--- src/include/audio_dma_pkg.sv ---
// Shared constants, field layouts and carrier types of the audio DMA index and status block.
package audio_dma_pkg;

    // ------------------------------------------------------------------
    // Widths
    // ------------------------------------------------------------------
    localparam int unsigned INDEX_W      = 5;
    localparam int unsigned LIST_ENTRIES = 32;
    localparam int unsigned ENTRY_BYTES  = 8;
    localparam int unsigned BYTE_W       = 8;
    localparam int unsigned STATUS_W     = 16;
    localparam int unsigned IO_ADDR_W    = 8;
    localparam int unsigned IO_DATA_W    = 32;
    localparam int unsigned IO_BE_W      = 4;
    localparam int unsigned SAMPLE_W     = 16;

    // ------------------------------------------------------------------
    // Register offsets (byte offsets from the channel's I/O base)
    // ------------------------------------------------------------------
    localparam logic [IO_ADDR_W-1:0] CUR_INDEX_OFS  = 8'h04;
    localparam logic [IO_ADDR_W-1:0] LAST_INDEX_OFS = 8'h05;
    localparam logic [IO_ADDR_W-1:0] STATUS_OFS     = 8'h06;
    localparam logic [IO_ADDR_W-1:0] DWORD_MASK     = 8'hFC;

    // Byte lanes of the doubleword at the current index offset.
    localparam int unsigned LANE_CUR_INDEX  = 0;
    localparam int unsigned LANE_LAST_INDEX = 1;
    localparam int unsigned LANE_STATUS_LO  = 2;
    localparam int unsigned LANE_STATUS_HI  = 3;

    // ------------------------------------------------------------------
    // Status fields and reset values
    // ------------------------------------------------------------------
    localparam int unsigned ST_HALTED      = 0;
    localparam int unsigned ST_AT_END      = 1;
    localparam int unsigned ST_FINAL_DONE  = 2;
    localparam int unsigned ST_BUFFER_DONE = 3;
    localparam int unsigned ST_FIFO_FAULT  = 4;

    localparam logic [INDEX_W-1:0]  INDEX_RESET  = 5'h00;
    localparam logic [INDEX_W-1:0]  INDEX_STEP   = 5'h01;
    localparam logic [STATUS_W-1:0] STATUS_RESET = 16'h0001;
    localparam logic [IO_DATA_W-1:0] RDATA_ZERO  = 32'h0000_0000;

    // ------------------------------------------------------------------
    // Carrier types
    // ------------------------------------------------------------------
    typedef struct packed {
        logic                 valid;
        logic                 write;
        logic [IO_ADDR_W-1:0] addr;
        logic [IO_BE_W-1:0]   be;
        logic [IO_DATA_W-1:0] wdata;
    } io_req_s;

    typedef struct packed {
        logic buffer_done;
        logic completion_notify_request;
        logic run;
        logic idle;
    } engine_ev_s;

endpackage

--- src/rtl/audio_dma_index_status.sv ---
// Descriptor index tracking and status register of one audio bus-master DMA channel.
`timescale 1ns/1ps

// What this block does
// - Current index is a read-only 5-bit field; upper three bits read zero.
// - Current index steps by one whenever a descriptor finishes.
// - Current index wraps from 31 to 0, never saturates.
// - Last valid index is 5-bit read/write, upper bits zero, resets to zero.
// - One 32-bit read at offset 04h returns both indexes and status.
// - Byte reads of each index and a 16-bit status read also work.
// - Status is 16 bits, resets to 0001h, bits 15 to 5 reserved.
// - Status bit 4 sets on a FIFO fault.
// - Inbound overrun drops the arriving data and leaves FIFO pointers alone.
// - Outbound underrun keeps sending the last valid sample.
// - FIFO fault flag sets only while further valid buffers remain.
// - Status bit 3 sets when a buffer completes with notification requested.
// - Flags bits 4, 3, 2 clear only by writing one; zero leaves them.
// - List entries are 8 bytes each, at most 32, from aligned base.
// - Status bit 2 latches when the last valid buffer is done.
// - Status bit 0 reads one while halted: stopped and idle, or finished.
module audio_dma_index_status
    import audio_dma_pkg::*;
#(
    parameter bit          OUTBOUND = 1'b0,
    parameter int unsigned DATA_W   = audio_dma_pkg::SAMPLE_W
) (
    input  wire logic                                  clock,
    input  wire logic                                  reset,
    input  wire audio_dma_pkg::io_req_s                io_req,
    output logic                                       io_ack_q,
    output logic [audio_dma_pkg::IO_DATA_W-1:0]        io_rdata_q,
    input  wire audio_dma_pkg::engine_ev_s             engine_ev,
    output logic [audio_dma_pkg::INDEX_W-1:0]          current_descriptor_index_q,
    output logic [audio_dma_pkg::INDEX_W-1:0]          last_valid_descriptor_index_q,
    output logic                                       engine_halted_flag_q,
    input  wire logic                                  in_valid,
    input  wire logic [DATA_W-1:0]                     in_data,
    input  wire logic                                  fifo_full,
    output logic                                       fifo_push_q,
    output logic [DATA_W-1:0]                          fifo_push_data_q,
    input  wire logic                                  sample_req,
    input  wire logic                                  fifo_valid,
    input  wire logic [DATA_W-1:0]                     fifo_data,
    output logic                                       fifo_pop_q,
    output logic [DATA_W-1:0]                          sample_q
);
    import audio_dma_pkg::*;

    // ------------------------------------------------------------------
    // Declarations
    // ------------------------------------------------------------------
    logic                 at_end_q;
    logic                 final_buffer_done_flag_q;
    logic                 buffer_done_flag_q;
    logic                 fifo_fault_flag_q;
    logic                 overrun_q;
    logic                 underrun_q;
    logic                 fault_event;
    logic                 sel_dword;
    logic                 wr_last_index;
    logic                 wr_status;
    logic                 clr_final;
    logic                 clr_buffer;
    logic                 clr_fault;
    logic                 done_at_last;
    logic [STATUS_W-1:0]  status_word;
    logic [IO_DATA_W-1:0] rdata_d;

    // ------------------------------------------------------------------
    // Data path guard
    // ------------------------------------------------------------------
    fifo_guard #(
        .DATA_W (DATA_W)
    ) u_guard (
        .clock            (clock),
        .reset            (reset),
        .in_valid         (in_valid),
        .in_data          (in_data),
        .fifo_full        (fifo_full),
        .fifo_push_q      (fifo_push_q),
        .fifo_push_data_q (fifo_push_data_q),
        .sample_req       (sample_req),
        .fifo_valid       (fifo_valid),
        .fifo_data        (fifo_data),
        .fifo_pop_q       (fifo_pop_q),
        .sample_q         (sample_q),
        .overrun_q        (overrun_q),
        .underrun_q       (underrun_q)
    );

    // Only the fault that belongs to this channel's direction counts.
    assign fault_event = OUTBOUND ? underrun_q : overrun_q;

    // ------------------------------------------------------------------
    // Register decode
    // ------------------------------------------------------------------
    // The byte enables select lanes inside the one doubleword, so an access
    // that crosses into the next doubleword cannot be expressed here.
    always_comb
    begin
        sel_dword = 1'b0;
        if ((io_req.addr & DWORD_MASK) == CUR_INDEX_OFS)
        begin
            sel_dword = io_req.valid;
        end
        else
        begin
            sel_dword = 1'b0;
        end
    end

    assign wr_last_index = sel_dword && io_req.write && io_req.be[LANE_LAST_INDEX];
    assign wr_status     = sel_dword && io_req.write && io_req.be[LANE_STATUS_LO];

    // Write one to clear; a zero in the lane leaves the flag alone.
    assign clr_final  = wr_status && io_req.wdata[BYTE_W*LANE_STATUS_LO + ST_FINAL_DONE];
    assign clr_buffer = wr_status && io_req.wdata[BYTE_W*LANE_STATUS_LO + ST_BUFFER_DONE];
    assign clr_fault  = wr_status && io_req.wdata[BYTE_W*LANE_STATUS_LO + ST_FIFO_FAULT];

    assign done_at_last = engine_ev.buffer_done
                          && (current_descriptor_index_q == last_valid_descriptor_index_q);

    // ------------------------------------------------------------------
    // Current descriptor index
    // ------------------------------------------------------------------
    // A 5-bit counter wraps naturally; each count names one 8-byte entry.
    always_ff @(posedge clock or posedge reset)
    begin
        if (reset)
        begin
            current_descriptor_index_q <= INDEX_RESET;
        end
        else if (engine_ev.buffer_done)
        begin
            current_descriptor_index_q <= current_descriptor_index_q + INDEX_STEP;
        end
    end

    // ------------------------------------------------------------------
    // Last valid descriptor index
    // ------------------------------------------------------------------
    always_ff @(posedge clock or posedge reset)
    begin
        if (reset)
        begin
            last_valid_descriptor_index_q <= INDEX_RESET;
        end
        else if (wr_last_index)
        begin
            last_valid_descriptor_index_q <=
                io_req.wdata[BYTE_W*LANE_LAST_INDEX +: INDEX_W];
        end
    end

    // ------------------------------------------------------------------
    // End-of-list state
    // ------------------------------------------------------------------
    // Finishing the last valid buffer parks the channel here until software
    // writes the last valid index, whatever its value; a new index written in the same cycle wins.
    always_ff @(posedge clock or posedge reset)
    begin
        if (reset)
        begin
            at_end_q <= 1'b0;
        end
        else if (wr_last_index)
        begin
            at_end_q <= 1'b0;
        end
        else if (done_at_last)
        begin
            at_end_q <= 1'b1;
        end
    end

    // ------------------------------------------------------------------
    // Sticky status flags
    // ------------------------------------------------------------------
    // Each set term comes last so an event in the clearing cycle survives.
    always_ff @(posedge clock or posedge reset)
    begin
        if (reset)
        begin
            final_buffer_done_flag_q <= STATUS_RESET[ST_FINAL_DONE];
        end
        else
        begin
            if (clr_final)
            begin
                final_buffer_done_flag_q <= 1'b0;
            end
            if (done_at_last)
            begin
                final_buffer_done_flag_q <= 1'b1;
            end
        end
    end

    always_ff @(posedge clock or posedge reset)
    begin
        if (reset)
        begin
            buffer_done_flag_q <= STATUS_RESET[ST_BUFFER_DONE];
        end
        else
        begin
            if (clr_buffer)
            begin
                buffer_done_flag_q <= 1'b0;
            end
            if (engine_ev.buffer_done && engine_ev.completion_notify_request)
            begin
                buffer_done_flag_q <= 1'b1;
            end
        end
    end

    // A starved or flooded FIFO after the list is exhausted is expected,
    // so it is not reported as a fault.
    always_ff @(posedge clock or posedge reset)
    begin
        if (reset)
        begin
            fifo_fault_flag_q <= STATUS_RESET[ST_FIFO_FAULT];
        end
        else
        begin
            if (clr_fault)
            begin
                fifo_fault_flag_q <= 1'b0;
            end
            if (fault_event && !at_end_q)
            begin
                fifo_fault_flag_q <= 1'b1;
            end
        end
    end

    // ------------------------------------------------------------------
    // Halted flag
    // ------------------------------------------------------------------
    always_ff @(posedge clock or posedge reset)
    begin
        if (reset)
        begin
            engine_halted_flag_q <= STATUS_RESET[ST_HALTED];
        end
        else
        begin
            engine_halted_flag_q <= (!engine_ev.run && engine_ev.idle) || at_end_q;
        end
    end

    // ------------------------------------------------------------------
    // Read data
    // ------------------------------------------------------------------
    // Reserved status bits and the upper index bits are constant zero and no
    // write path reaches them.
    always_comb
    begin
        status_word                = '0;
        status_word[ST_HALTED]     = engine_halted_flag_q;
        status_word[ST_AT_END]     = at_end_q;
        status_word[ST_FINAL_DONE] = final_buffer_done_flag_q;
        status_word[ST_BUFFER_DONE] = buffer_done_flag_q;
        status_word[ST_FIFO_FAULT] = fifo_fault_flag_q;
        rdata_d                    = RDATA_ZERO;
        if (sel_dword && !io_req.write)
        begin
            if (io_req.be[LANE_CUR_INDEX])
            begin
                rdata_d[BYTE_W*LANE_CUR_INDEX +: INDEX_W] = current_descriptor_index_q;
            end
            if (io_req.be[LANE_LAST_INDEX])
            begin
                rdata_d[BYTE_W*LANE_LAST_INDEX +: INDEX_W] = last_valid_descriptor_index_q;
            end
            if (io_req.be[LANE_STATUS_LO])
            begin
                rdata_d[BYTE_W*LANE_STATUS_LO +: BYTE_W] = status_word[BYTE_W-1:0];
            end
            if (io_req.be[LANE_STATUS_HI])
            begin
                rdata_d[BYTE_W*LANE_STATUS_HI +: BYTE_W] = status_word[STATUS_W-1:BYTE_W];
            end
        end
    end

    // ------------------------------------------------------------------
    // Register port answer
    // ------------------------------------------------------------------
    // Every request is acknowledged, mapped or not, so software never hangs.
    always_ff @(posedge clock or posedge reset)
    begin
        if (reset)
        begin
            io_ack_q   <= 1'b0;
            io_rdata_q <= RDATA_ZERO;
        end
        else
        begin
            io_ack_q   <= io_req.valid;
            io_rdata_q <= rdata_d;
        end
    end

endmodule

--- src/rtl/fifo_guard.sv ---
// FIFO overrun and underrun guard for one audio DMA data path.
`timescale 1ns/1ps
module fifo_guard #(
    parameter int unsigned DATA_W = 16
) (
    input  wire logic              clock,
    input  wire logic              reset,
    input  wire logic              in_valid,
    input  wire logic [DATA_W-1:0] in_data,
    input  wire logic              fifo_full,
    output logic                   fifo_push_q,
    output logic [DATA_W-1:0]      fifo_push_data_q,
    input  wire logic              sample_req,
    input  wire logic              fifo_valid,
    input  wire logic [DATA_W-1:0] fifo_data,
    output logic                   fifo_pop_q,
    output logic [DATA_W-1:0]      sample_q,
    output logic                   overrun_q,
    output logic                   underrun_q
);

    // ------------------------------------------------------------------
    // Inbound side
    // ------------------------------------------------------------------
    // A word that meets a full FIFO is dropped: no push, no pointer move.
    always_ff @(posedge clock or posedge reset)
    begin
        if (reset)
        begin
            fifo_push_q      <= 1'b0;
            fifo_push_data_q <= '0;
            overrun_q        <= 1'b0;
        end
        else
        begin
            fifo_push_q <= in_valid && !fifo_full;
            overrun_q   <= in_valid && fifo_full;
            if (in_valid && !fifo_full)
            begin
                fifo_push_data_q <= in_data;
            end
        end
    end

    // ------------------------------------------------------------------
    // Outbound side
    // ------------------------------------------------------------------
    // On underrun the held sample is simply not replaced, so it repeats.
    always_ff @(posedge clock or posedge reset)
    begin
        if (reset)
        begin
            fifo_pop_q <= 1'b0;
            sample_q   <= '0;
            underrun_q <= 1'b0;
        end
        else
        begin
            fifo_pop_q <= sample_req && fifo_valid;
            underrun_q <= sample_req && !fifo_valid;
            if (sample_req && fifo_valid)
            begin
                sample_q <= fifo_data;
            end
        end
    end

endmodule

--- config.mk ---
export PLATFORM = sky130hd
export DESIGN_NAME = audio_dma_index_status
export DESIGN_NICKNAME = d
export VERILOG_FILES = /design/src/include/audio_dma_pkg.sv /design/src/rtl/audio_dma_index_status.sv /design/src/rtl/fifo_guard.sv
export SDC_FILE = /design/constraint.sdc
export NUM_CORES = 1
export LEC_CHECK = 0
export ABC_AREA = 1
export BUFFER_PORTS_ARGS = -buffer_cell sky130_fd_sc_hd__buf_2
export CAP_MARGIN = 20
export CORE_MARGIN = 3
export CORE_UTILIZATION = 45
export DETAILED_ROUTE_END_ITERATION = 6
export HOLD_SLACK_MARGIN = 0.06
export PLACE_DENSITY = 0.91
export SLEW_MARGIN = 20
export SYNTH_ARGS = -nofsm -noshare
export SYNTH_HDL_FRONTEND = slang
export SYNTH_SLANG_ARGS = --single-unit
--- constraint.sdc ---
create_clock -name clock -period 4.1 [get_ports clock]
set_clock_uncertainty 0.15 [all_clocks]
set_input_delay 0.82 -clock clock [delete_from_list [all_inputs] [get_ports clock]]
set_output_delay 0.82 -clock clock [all_outputs]
set_load 0.05 [all_outputs]
* Word level (Yosys, flattened, before mapping)
Index checks and enable logic that the tools add are counted.
** Cells by class
- Add/subtract/negate cells :: 1
- Eq/ne operators :: 2
- Muxes and demuxes :: 15
- Reduce and logical (&&, ||, !) cells :: 23
** Operators with widths (number)
- 5-bit 2-to-1 mux :: 6
- 1-bit logical AND :: 14
- 1-bit 2-to-1 mux :: 9
- 2-bit nonzero test :: 4
- 6-bit by 1-bit equality test with 1-bit output, second input constant :: 1
- 5-bit by 1-bit adder with 5-bit output, second input constant :: 1
- 5-bit equality test :: 1
- 1-bit zero test :: 4
- 1-bit logical OR :: 1
** Storage, ports and cells
- Register bits :: 77
- Input port bits :: 88
- Output and inout port bits :: 78
- Logic and storage cells :: 55

* Logic depth before layout (Yosys ltp)
Gate-level depths: netlist of the first run.
- Depth in word-level cells :: 7
- Gate-level depth with buffers :: 7
- Depth with buffers taken out :: 7

* Cells and area by module
Synthesis of the first run repeated with hierarchy kept, for this count alone.
** Second synthesis, totals
- Cell total of the unflattened synthesis :: 302
- Area total of the unflattened synthesis :: 2849.0 um2
** By module, submodules not included
- fifo_guard :: times used 1, cells each 151, area an instance 1482.7 um2, seq. area each 900.9 um2
- audio_dma_index_status :: times used 1, cells each 151, area an instance 1366.3 um2, seq. area each 777.0 um2

* Least setup slack after synthesis of the first run
No wires, ideal clock.
- Path type :: input to register
- From :: in io_req[41] (netlist bit)
- To :: reg last_valid_descriptor_index_q[0] (netlist bit)
- Setup time :: 0.118 ns
- Data arrival time :: 1.391 ns
- Data required time :: 3.832 ns
- Slack :: 2.441 ns
- Cell stages on the path :: 6
- Buffers on the path :: 0
- Cells stage by stage :: nor2_1 > nand2_2 > nor2_4 > nand3_4 > nand2_1 > nand2_1
** Between the ends
- Cells in the longest elaborated chain, start to end :: 4
** RTL lines
- start, declared :: line audio_dma_index_status.sv:29 : input wire audio_dma_pkg::io_req_s io_req,
- 6-bit by 1-bit equality test with 1-bit output :: line audio_dma_index_status.sv:102 : if ((io_req.addr & DWORD_MASK) == CUR_INDEX_OFS)
- 1-bit 2-to-1 mux :: line audio_dma_index_status.sv:102
- 1-bit logical AND (2 in a row) :: line audio_dma_index_status.sv:112 : assign wr_last_index = sel_dword && io_req.write && io_req.be[LANE_LAST_INDEX];
- end signal, assigned :: line audio_dma_index_status.sv:150 : last_valid_descriptor_index_q <=
- end, declared :: line audio_dma_index_status.sv:34 : output logic [audio_dma_pkg::INDEX_W-1:0] last_valid_descriptor_index_q,
No other way between the ends.
A chain may end at the register's enable or synchronous reset.

* Worst setup path after layout of the first run
- From :: reg engine_halted_flag_q
- To :: out engine_halted_flag_q
** RTL lines
- start, declared :: line audio_dma_index_status.sv:35 : output logic engine_halted_flag_q,
- start signal, assigned :: line audio_dma_index_status.sv:246 : engine_halted_flag_q <= STATUS_RESET[ST_HALTED];
- start signal, assigned :: line audio_dma_index_status.sv:250 : engine_halted_flag_q <= (!engine_ev.run && engine_ev.idle) || at_end_q;
No word-level cell between the ends.

==> results of run 1 <==
## Yosys cell counts (all sizes together)
library cell and instances:
nand2 143, dfrtp 65, buf 21, inv 21, nor2 19, nor3 6, nand4 4, xor2 4
nand3 3, clkinv 2, o21ai 2, a21oi 1, clkbuf 1, conb 1, dfstp 1, ha 1
## layout make-up
cell class	instances	area, µm²
Tap cell	72	90.1
Fill cell	514	2140
Inverter	23	91.3
Clock inverter	1	5.00
Sequential cell	66	1650
Multi-Input combinational cell	200	856
Clock buffer	15	196
Timing Repair Buffer	122	613
## state kept, by name, summed over array words and instances, names as in the netlist
name,cells
last_valid_descriptor_index_q,5
buffer_done_flag_q,1
io_ack_q,1
at_end_q,1
engine_halted_flag_q,1
u_guard.fifo_pop_q,1
final_buffer_done_flag_q,1
fifo_fault_flag_q,1
u_guard.sample_q,16
u_guard.fifo_push_q,1
current_descriptor_index_q,5
u_guard.fifo_push_data_q,16
u_guard.overrun_q,1
io_rdata_q,15
## stage by stage
stage / setup WS [ns] / area (µm²) / utilization
2_1_floorplan: 1.48 / 2750 / -
3_3_place_gp: 1.96 / 3300 / 0.585
3_5_place_dp: 1.92 / 3300 / 0.585
4_1_cts: 2.00 / 3500 / 0.621
5_1_grt: 1.99 / 3500 / 0.621
6_report: 2.02 / 3500 / 0.621
## placed cells by master (no fill, tap or decap), types with 2 or more instances in the layout
cell,Yosys,routed
inv_1,19,18
inv_2,2,3
nand2_2,3,3
dfrtp_1,65,65
nand4_1,4,4
nor2_4,2,2
xor2_1,4,4
nor2_1,17,17
nand2_1,140,140
clkbuf_8,0,14
nor3_1,5,5
o21ai_0,2,2
buf_2,4,121
conb_1,1,17
## path summary, 6_finish.rpt
kind / from / to / cells after the start
max: engine_halted_flag_q / engine_halted_flag_q / 1
max reg2reg: current_descriptor_index_q[0] / current_descriptor_index_q[4] / 4
min: u_guard.overrun_q / fifo_fault_flag_q / 2
max in group asynchronous: reset / u_guard.sample_q[13] / 3
min in group asynchronous: reset / u_guard.sample_q[4] / 2
min reg2reg: u_guard.overrun_q / fifo_fault_flag_q / 2
## cell families (layout without fill, tap and decap cells)
kind of cell    count (synthesis)  in the layout
flops                          66             66
simple gates                  175            175
fa+ha+maj                       1              1
buf+inv                        45            161
other cells                     1             17
xor+xnor                        4              4
compound gates                  3              3
## power groups by stage
stage	Sequential (µW)	Combinational [µW]	Clock, µW
floorplan	1040	186	0
CTS	788	575	536
detailed placement	798	571	0
global route	800	613	566
finish	789	571	524
global placement	795	557	0
## layer usage
metal  wire, µm  up-vias
met4        100        0
met1       2520      999
li1           -     1109
met5          0        -
met3        473        8
met2       3130       90
==> metrics.txt, run 1 <==
status completed; final setup TNS 0 ns; largest family of logic cells by synthesized area simple AND/OR/NAND/NOR gates; WHS 0.299 ns; Max stage delay on crit path 0.52 ns; Overall Power 1880 µW; Via density 4.42; DR pass1 iterations 4; htree depth 3; Non-Filler Instances 499; max_cap viols 0; Post-Place Cells 483; Data arrival, critical path 1.11 ns; GRT Max-Usage Layer met2; PostCTS Resize Cnt 0; worst slew margin relative to its limit 0.503; clock slew at reported path FFs 0.07 ns; number of nets with antenna violations after routing 0; XOR/XNOR Fraction of Synth Area 0.0130; Final Critical Period 2.08 ns; initial core utilization 0.477; buffer and inverter count on the worst path 1; Clock Path Buffers 2; critical path cell sequence buf_2; P_leak 0.00211 µW; sequential-to-total area share from yosys stat 0.614; root buf cell clkbuf_8; worst slew pin tran 0.744 ns; fin nets 511; met1 Use GR 0.221; Worst-Skew Late Latency 0.32 ns; largest net degree at the start of global routing 38; Yosys warnings 0; critical path's slowest cell dfstp_2; Antenna Cells 0; maximum vdd drop 0.308 mV; largest area contributor in the synthesized netlist dfrtp_1; Clock Sinks 66; crit end category primary output; Hold Crit Class reg -> reg; die width 83.4 µm; PortBufs 121; Syn Std Cell Area 2690 µm²; NetSw 725 µW; initial antenna violation count 0; Layout Area Growth over Synthesis 30.2%; Post-Synth Adder-Cell Area 0.00465; post-synth top area share 0.604; RSZ-0062 raised after global routing no; GR Util All Layers 0.186; Critical Path RT 3.13 ns; Crit Path Category reg -> out; M3 GR Usage 0.0526; Final Hold Violating Endpoints 0; pwr/cell area 537 nW/µm²; Synth area leaders dfrtp_1 (60%), nand2_1 (20%), buf_4 (4.7%); routing usage on met2 0.307; Avg Cell Area, Syn 9.13 µm²; Final HPWL DP 4810 µm; Synth Instances 295; row count 27; mux contribution to synthesized area 0; library cells used by synthesis 24; Num CTS Buffers 9; sequential share of power 0.419; Die Ht 83.4 µm; Logic pwr share 0.303; Seq cells post-synth 66; grt ovf 0; Final Setup Violations 0; DRT iter0 DRCs 88; die area 6950 µm²; Power Internal 1160 µW; post-CTS setup buffers 0; cts hold-fix bufs 0; clock share of power 0.278; CTS tree built; WL final 6230 µm; r2r setup slk 2.83 ns; number of global-route vias before repair 2,173; Final Cycle Share 0.507; Max Fclk 481 MHz; element type at the critical path start flip-flop; area fraction in compound gates after synthesis 0.00558; crit-path max FO 2; Worst path top cell family by delay flip-flops; Final Slew Violations 0; WL per Instance 12.5 µm; DRC 0; number of top-level pins 166; share of layout cells above drive strength 1 0.351; Sw Share 0.385; Synth Area in Simple Gates 0.271; gpl congestion 0.910; first-pass GRT wire length 10,300 µm; core area 5640 µm²; via count 2,206
(Power assumes the default switching activity.)
==> inputs of run 2 (changes only) <==
Settings changed: CORE_UTILIZATION 45 to 39, PLACE_DENSITY 0.91 to 0.85.
Clock period 4.1 ns to 1.75 ns, I/O delays scaled along.
==> metrics.txt, run 2 (synthesis gave the netlist of run 1 again) <==
final instance area 3720 µm² (+6.0%); Critical Path RT 1.82 ns (-1.31 ns); Hold Crit Class in -> reg; GR Util All Layers 0.165 (-0.0210); initial antenna violation count 0 (unchanged); root buf cell clkbuf_8; largest net degree at the start of global routing 67 (+76%); Final Setup Violations 0 (unchanged); number of global-route vias before repair 2,219 (+2.1%); number of nets with antenna violations after routing 0 (unchanged); WL final 6610 µm (+6.1%); Clock Sinks 66 (unchanged); clock slew at reported path FFs 0.07 ns (about the same); initial core utilization 0.412 (-0.0650); WL per Instance 12.7 µm (+1.6%); die area 7940 µm² (+14%); post-CTS setup buffers 0 (unchanged); Worst Hold Depth 3 (+1); cts hold-fix bufs 16 (+16); pwr/cell area 1240 nW/µm² (+130%); reg2reg end current_descriptor_index_q[4]; CTS tree built; FF-to-FF path depth 4 (unchanged); RSZ-0062 raised after global routing no; final setup TNS 0 ns (unchanged); DRC 0 (unchanged); maximum vdd drop 0.636 mV (+110%); PostCTS Resize Cnt 0 (unchanged); Crit Path Category in -> reg; Layout Area Growth over Synthesis 38.0%; Num CTS Buffers 9 (unchanged); commonest non-fill, non-tap cells in the layout nand2_1 (140), buf_2 (121), dfrtp_1 (65), inv_1 (18); r2r setup slk 0.50 ns (-2.33 ns); first-pass GRT wire length 9800 µm (-4.6%); PortBufs 121 (unchanged); Clock Path Buffers 2 (unchanged); Placed Area 3330 µm² (+0.91%); core area 6530 µm² (+16%); WHS Endpoint engine_halted_flag_q; Final Cycle Share 0.931; most common cell after layout, fill and taps aside nand2_1; min-delay src engine_ev[0]; status completed; die width 89.1 µm (+6.9%); row count 29 (+7.4%); share of layout cells above drive strength 1 0.336 (-0.0157); gpl congestion 0.787 (-14%); grt ovf 0 (unchanged); Worst-Skew Late Latency 0.32 ns (about the same); Antenna Cells 0 (unchanged); via count 2,333 (+5.8%); Data arrival, critical path 1.70 ns (+0.59 ns); Max Fclk 614 MHz; Die Ht 89.1 µm (+6.9%); Via density 4.48 (+1.3%); Final Hold Violating Endpoints 0 (unchanged); max_cap viols 0 (unchanged); biggest regs u_guard.fifo_push_data_q (16), u_guard.sample_q (16), io_rdata_q (15); setup slack after placement 0.231 ns (-1.69 ns); number of top-level pins 166 (unchanged); htree depth 3 (unchanged); DRT iter0 DRCs 88 (unchanged); DR pass1 iterations 4 (unchanged); Final Util 0.569 (-0.0522); final worst setup slack 0.121 ns (-1.90 ns); P_leak 0.00219 µW (+3.6%); element type at the critical path start input pin; crit-path max FO 7 (+5); fin nets 528 (+3.3%); Final Slew Violations 0 (unchanged); reg2reg start current_descriptor_index_q[0]; crit end category flip-flop; Final HPWL DP 4780 µm (-0.59%); Final Critical Period 1.63 ns
run 2: changes by cell type in the layout (fill, tap and decap cells not counted), moves of 2 or more:
cell           delta
bufinv_16         +2
clkbuf_1          +2
clkbuf_8          -3
dlygate4sd3_1    +16
run 2: worst max-delay path, stage by stage:
cell	delay [ns]
dlygate4sd3_1	0.52
buf_2	0.12
nand3_2	0.14
nor3_4	0.27
inv_2	0.11
nor3_1	0.19
run 2: stage by stage:
stage	total power, µW	hold slack (ns)	std cells
detailed placement	3210	0.294	489
finish	4620	0.0742	521
global placement	3170	0.289	489
global route	4860	0.0691	521
CTS	4670	0.0601	521
floorplan	2880	0.231	311
run 2: metal layers:
metal  global-route usage  part of all wire
met1                0.185              0.39
met2                0.279              0.50
met3               0.0581             0.080
met4               0.0771             0.026
met5                    0                 0
run 2: cell type report:
cell class	count	area, µm²
flip-flops and latches	66	1650
repair buffers	139	793
well taps	77	96.3
multi-input cells	200	856
inverters	23	95.1
fillers	597	2820
clock buffers	14	163
clock inverters	2	60.1
run 2: worst max path at each step:
stage                                        startpoint                       endpoint
after floorplan           current_descriptor_index_q[0]  current_descriptor_index_q[4]
after global placement                        fifo_full    u_guard.fifo_push_data_q[8]
after detailed placement                      fifo_full   u_guard.fifo_push_data_q[14]
after CTS                          engine_halted_flag_q           engine_halted_flag_q
after global routing                         io_req[45]                 io_rdata_q[10]
final                                        io_req[45]                 io_rdata_q[10]
run 2: report_power, final:
part	switching [µW]	internal (µW)	total, µW
Clock	527	883	1410
Sequential	135	1710	1850
Combinational	1040	325	1360
Total	1700	2920	4620
==> inputs of run 3 (changes only) <==
Settings changed: GPL_TIMING_DRIVEN set to 0.
==> metrics.txt, run 3 (synthesis gave the netlist of run 1 again) <==
status completed; Antenna Cells 0 (unchanged); Via density 4.38 (-2.1%); Final Slew Violations 0 (unchanged); critical path's slowest cell dfstp_2; Worst path top cell family by delay flip-flops; post-CTS setup buffers 0 (unchanged); area of the multi-input gates 856 µm² (unchanged); Final Hold Violating Endpoints 0 (unchanged); P_leak 0.00227 µW (+3.7%); number of top-level pins 166 (unchanged); met3 wire len 494 µm (-7.1%); Data arrival, critical path 1.10 ns (-0.60 ns); number of global-route vias before repair 2,119 (-4.5%); first-pass GRT wire length 10,100 µm (+3.5%); Num CTS Buffers 9 (unchanged); Worst-Skew Late Latency 0.32 ns (about the same); DR WL met2 3410 µm (+3.5%); DRC 0 (unchanged); crit end category primary output; GR Util All Layers 0.169 (+0.00433); most common cell after layout, fill and taps aside nand2_1; final setup TNS 0 ns (unchanged); die area 7940 µm² (unchanged); grt ovf 0 (unchanged); Final Setup Violations 0 (unchanged); Final HPWL DP 4970 µm (+4.0%); Hold Crit Class in -> reg; fill count 584 (-2.2%); gpl congestion 0.825 (+4.8%); die width 89.1 µm (unchanged); commonest non-fill, non-tap cells in the layout nand2_1 (140), buf_2 (124), dfrtp_1 (65), inv_1 (18); Clock Sinks 66 (unchanged); biggest regs u_guard.fifo_push_data_q (16), u_guard.sample_q (16), io_rdata_q (15); number of nets with antenna violations after routing 0 (unchanged); pwr/cell area 1190 nW/µm² (-4.4%); WL per Instance 12.5 µm (-1.6%); Layout Area Growth over Synthesis 40.8%; buffer and inverter count on the worst path 1 (-2); Final Util 0.581 (+0.0117); root buf cell clkbuf_8; initial antenna violation count 1 (+1); Die Ht 89.1 µm (unchanged); Final Cycle Share 0.916 (-0.0147); row count 29 (unchanged); maximum vdd drop 0.578 mV (-9.1%); Critical Path RT 1.25 ns (-0.57 ns); initial core utilization 0.412 (unchanged); critical path cell sequence buf_2; RSZ-0062 raised after global routing no; WHS 0.0767 ns (+0.00250 ns); core area 6530 µm² (unchanged); crit-path max FO 2 (-5); element type at the critical path start flip-flop; fin nets 544 (+3.0%); CTS tree built; worst slew pin tran 0.762 ns; Max Fclk 624 MHz (+1.6%); worst slew margin relative to its limit 0.491; Clock Path Buffers 2 (unchanged); DR pass1 iterations 4 (unchanged); PortBufs 120 (-0.83%); Crit Path Category reg -> out; htree depth 3 (unchanged); top layer in use met5; via count 2,353 (+0.86%); share of layout cells above drive strength 1 0.370 (+0.0340); clock slew at reported path FFs 0.07 ns (about the same); Max stage delay on crit path 0.53 ns (about the same); Final Critical Period 1.60 ns (-0.0258 ns); DRT iter0 DRCs 50 (-43%); WL final 6700 µm (+1.4%); FF+latch area 1650 µm² (unchanged); max_cap viols 0 (unchanged); M1 WL 2670 µm (+2.3%); largest net degree at the start of global routing 36 (-46%)
## run 3: report_power, final
| group | internal [µW] | switching [µW] |
|---|---|---|
| Clock | 733 | 535 |
| Combinational | 345 | 1050 |
| Sequential | 1710 | 136 |
## run 3: worst register-to-register path, delay by kind of cell (launching register included)
kind	cells	cell delay, ns
DFF	1	0.42
and+or+nand+nor	4	0.39
AOI/OAI and AO/OA	1	0.15
buffers and inverters	1	0.11
## run 3: worst paths after layout
| path | startpoint | endpoint | slack [ns] | cells past startpoint |
|---|---|---|---|---|
| setup / recovery | engine_halted_flag_q | engine_halted_flag_q | 0.15 | 1 |
| hold / removal | io_req[11] | last_valid_descriptor_index_q[3] | 0.08 | 3 |
| setup reg to reg | current_descriptor_index_q[0] | at_end_q | 0.47 | 6 |
| hold reg to reg | u_guard.overrun_q | fifo_fault_flag_q | 0.31 | 2 |
| max in group asynchronous | reset | engine_halted_flag_q | 0.23 | 4 |
| min in group asynchronous | reset | u_guard.fifo_push_data_q[7] | 0.57 | 3 |
## run 3: timing repair
item                                   CTS  global route
endpoints found under the hold margin   42             3
gates resized for setup                  0             0
hold buffers                             9             3
## run 3: metrics by stage
step	worst slack, ns	instance area [µm²]	cells	total power (µW)
floorplan	0.243	2760	311	2880
global placement	0.116	3450	508	3200
detailed placement	0.308	3470	509	3240
CTS	0.117	3760	534	4540
global route	0.0953	3790	537	4770
finish	0.147	3790	537	4510
## run 3: layer usage
layer  vias to the layer above  track usage
li1                       1174            -
met1                      1059        0.201
met2                       106        0.281
met3                        12       0.0479
met4                         2       0.0798
met5                         -            0
## run 3: area by class of cell
class / instances / share of cell area
Tap cell: 77 / 0.0254
Buffer: 22 / 0.0403
Sequential cell: 66 / 0.436
Multi-Input combinational cell: 200 / 0.226
Inverter: 23 / 0.0251
Clock inverter: 3 / 0.0106
Timing Repair Buffer: 133 / 0.195
Clock buffer: 13 / 0.0419
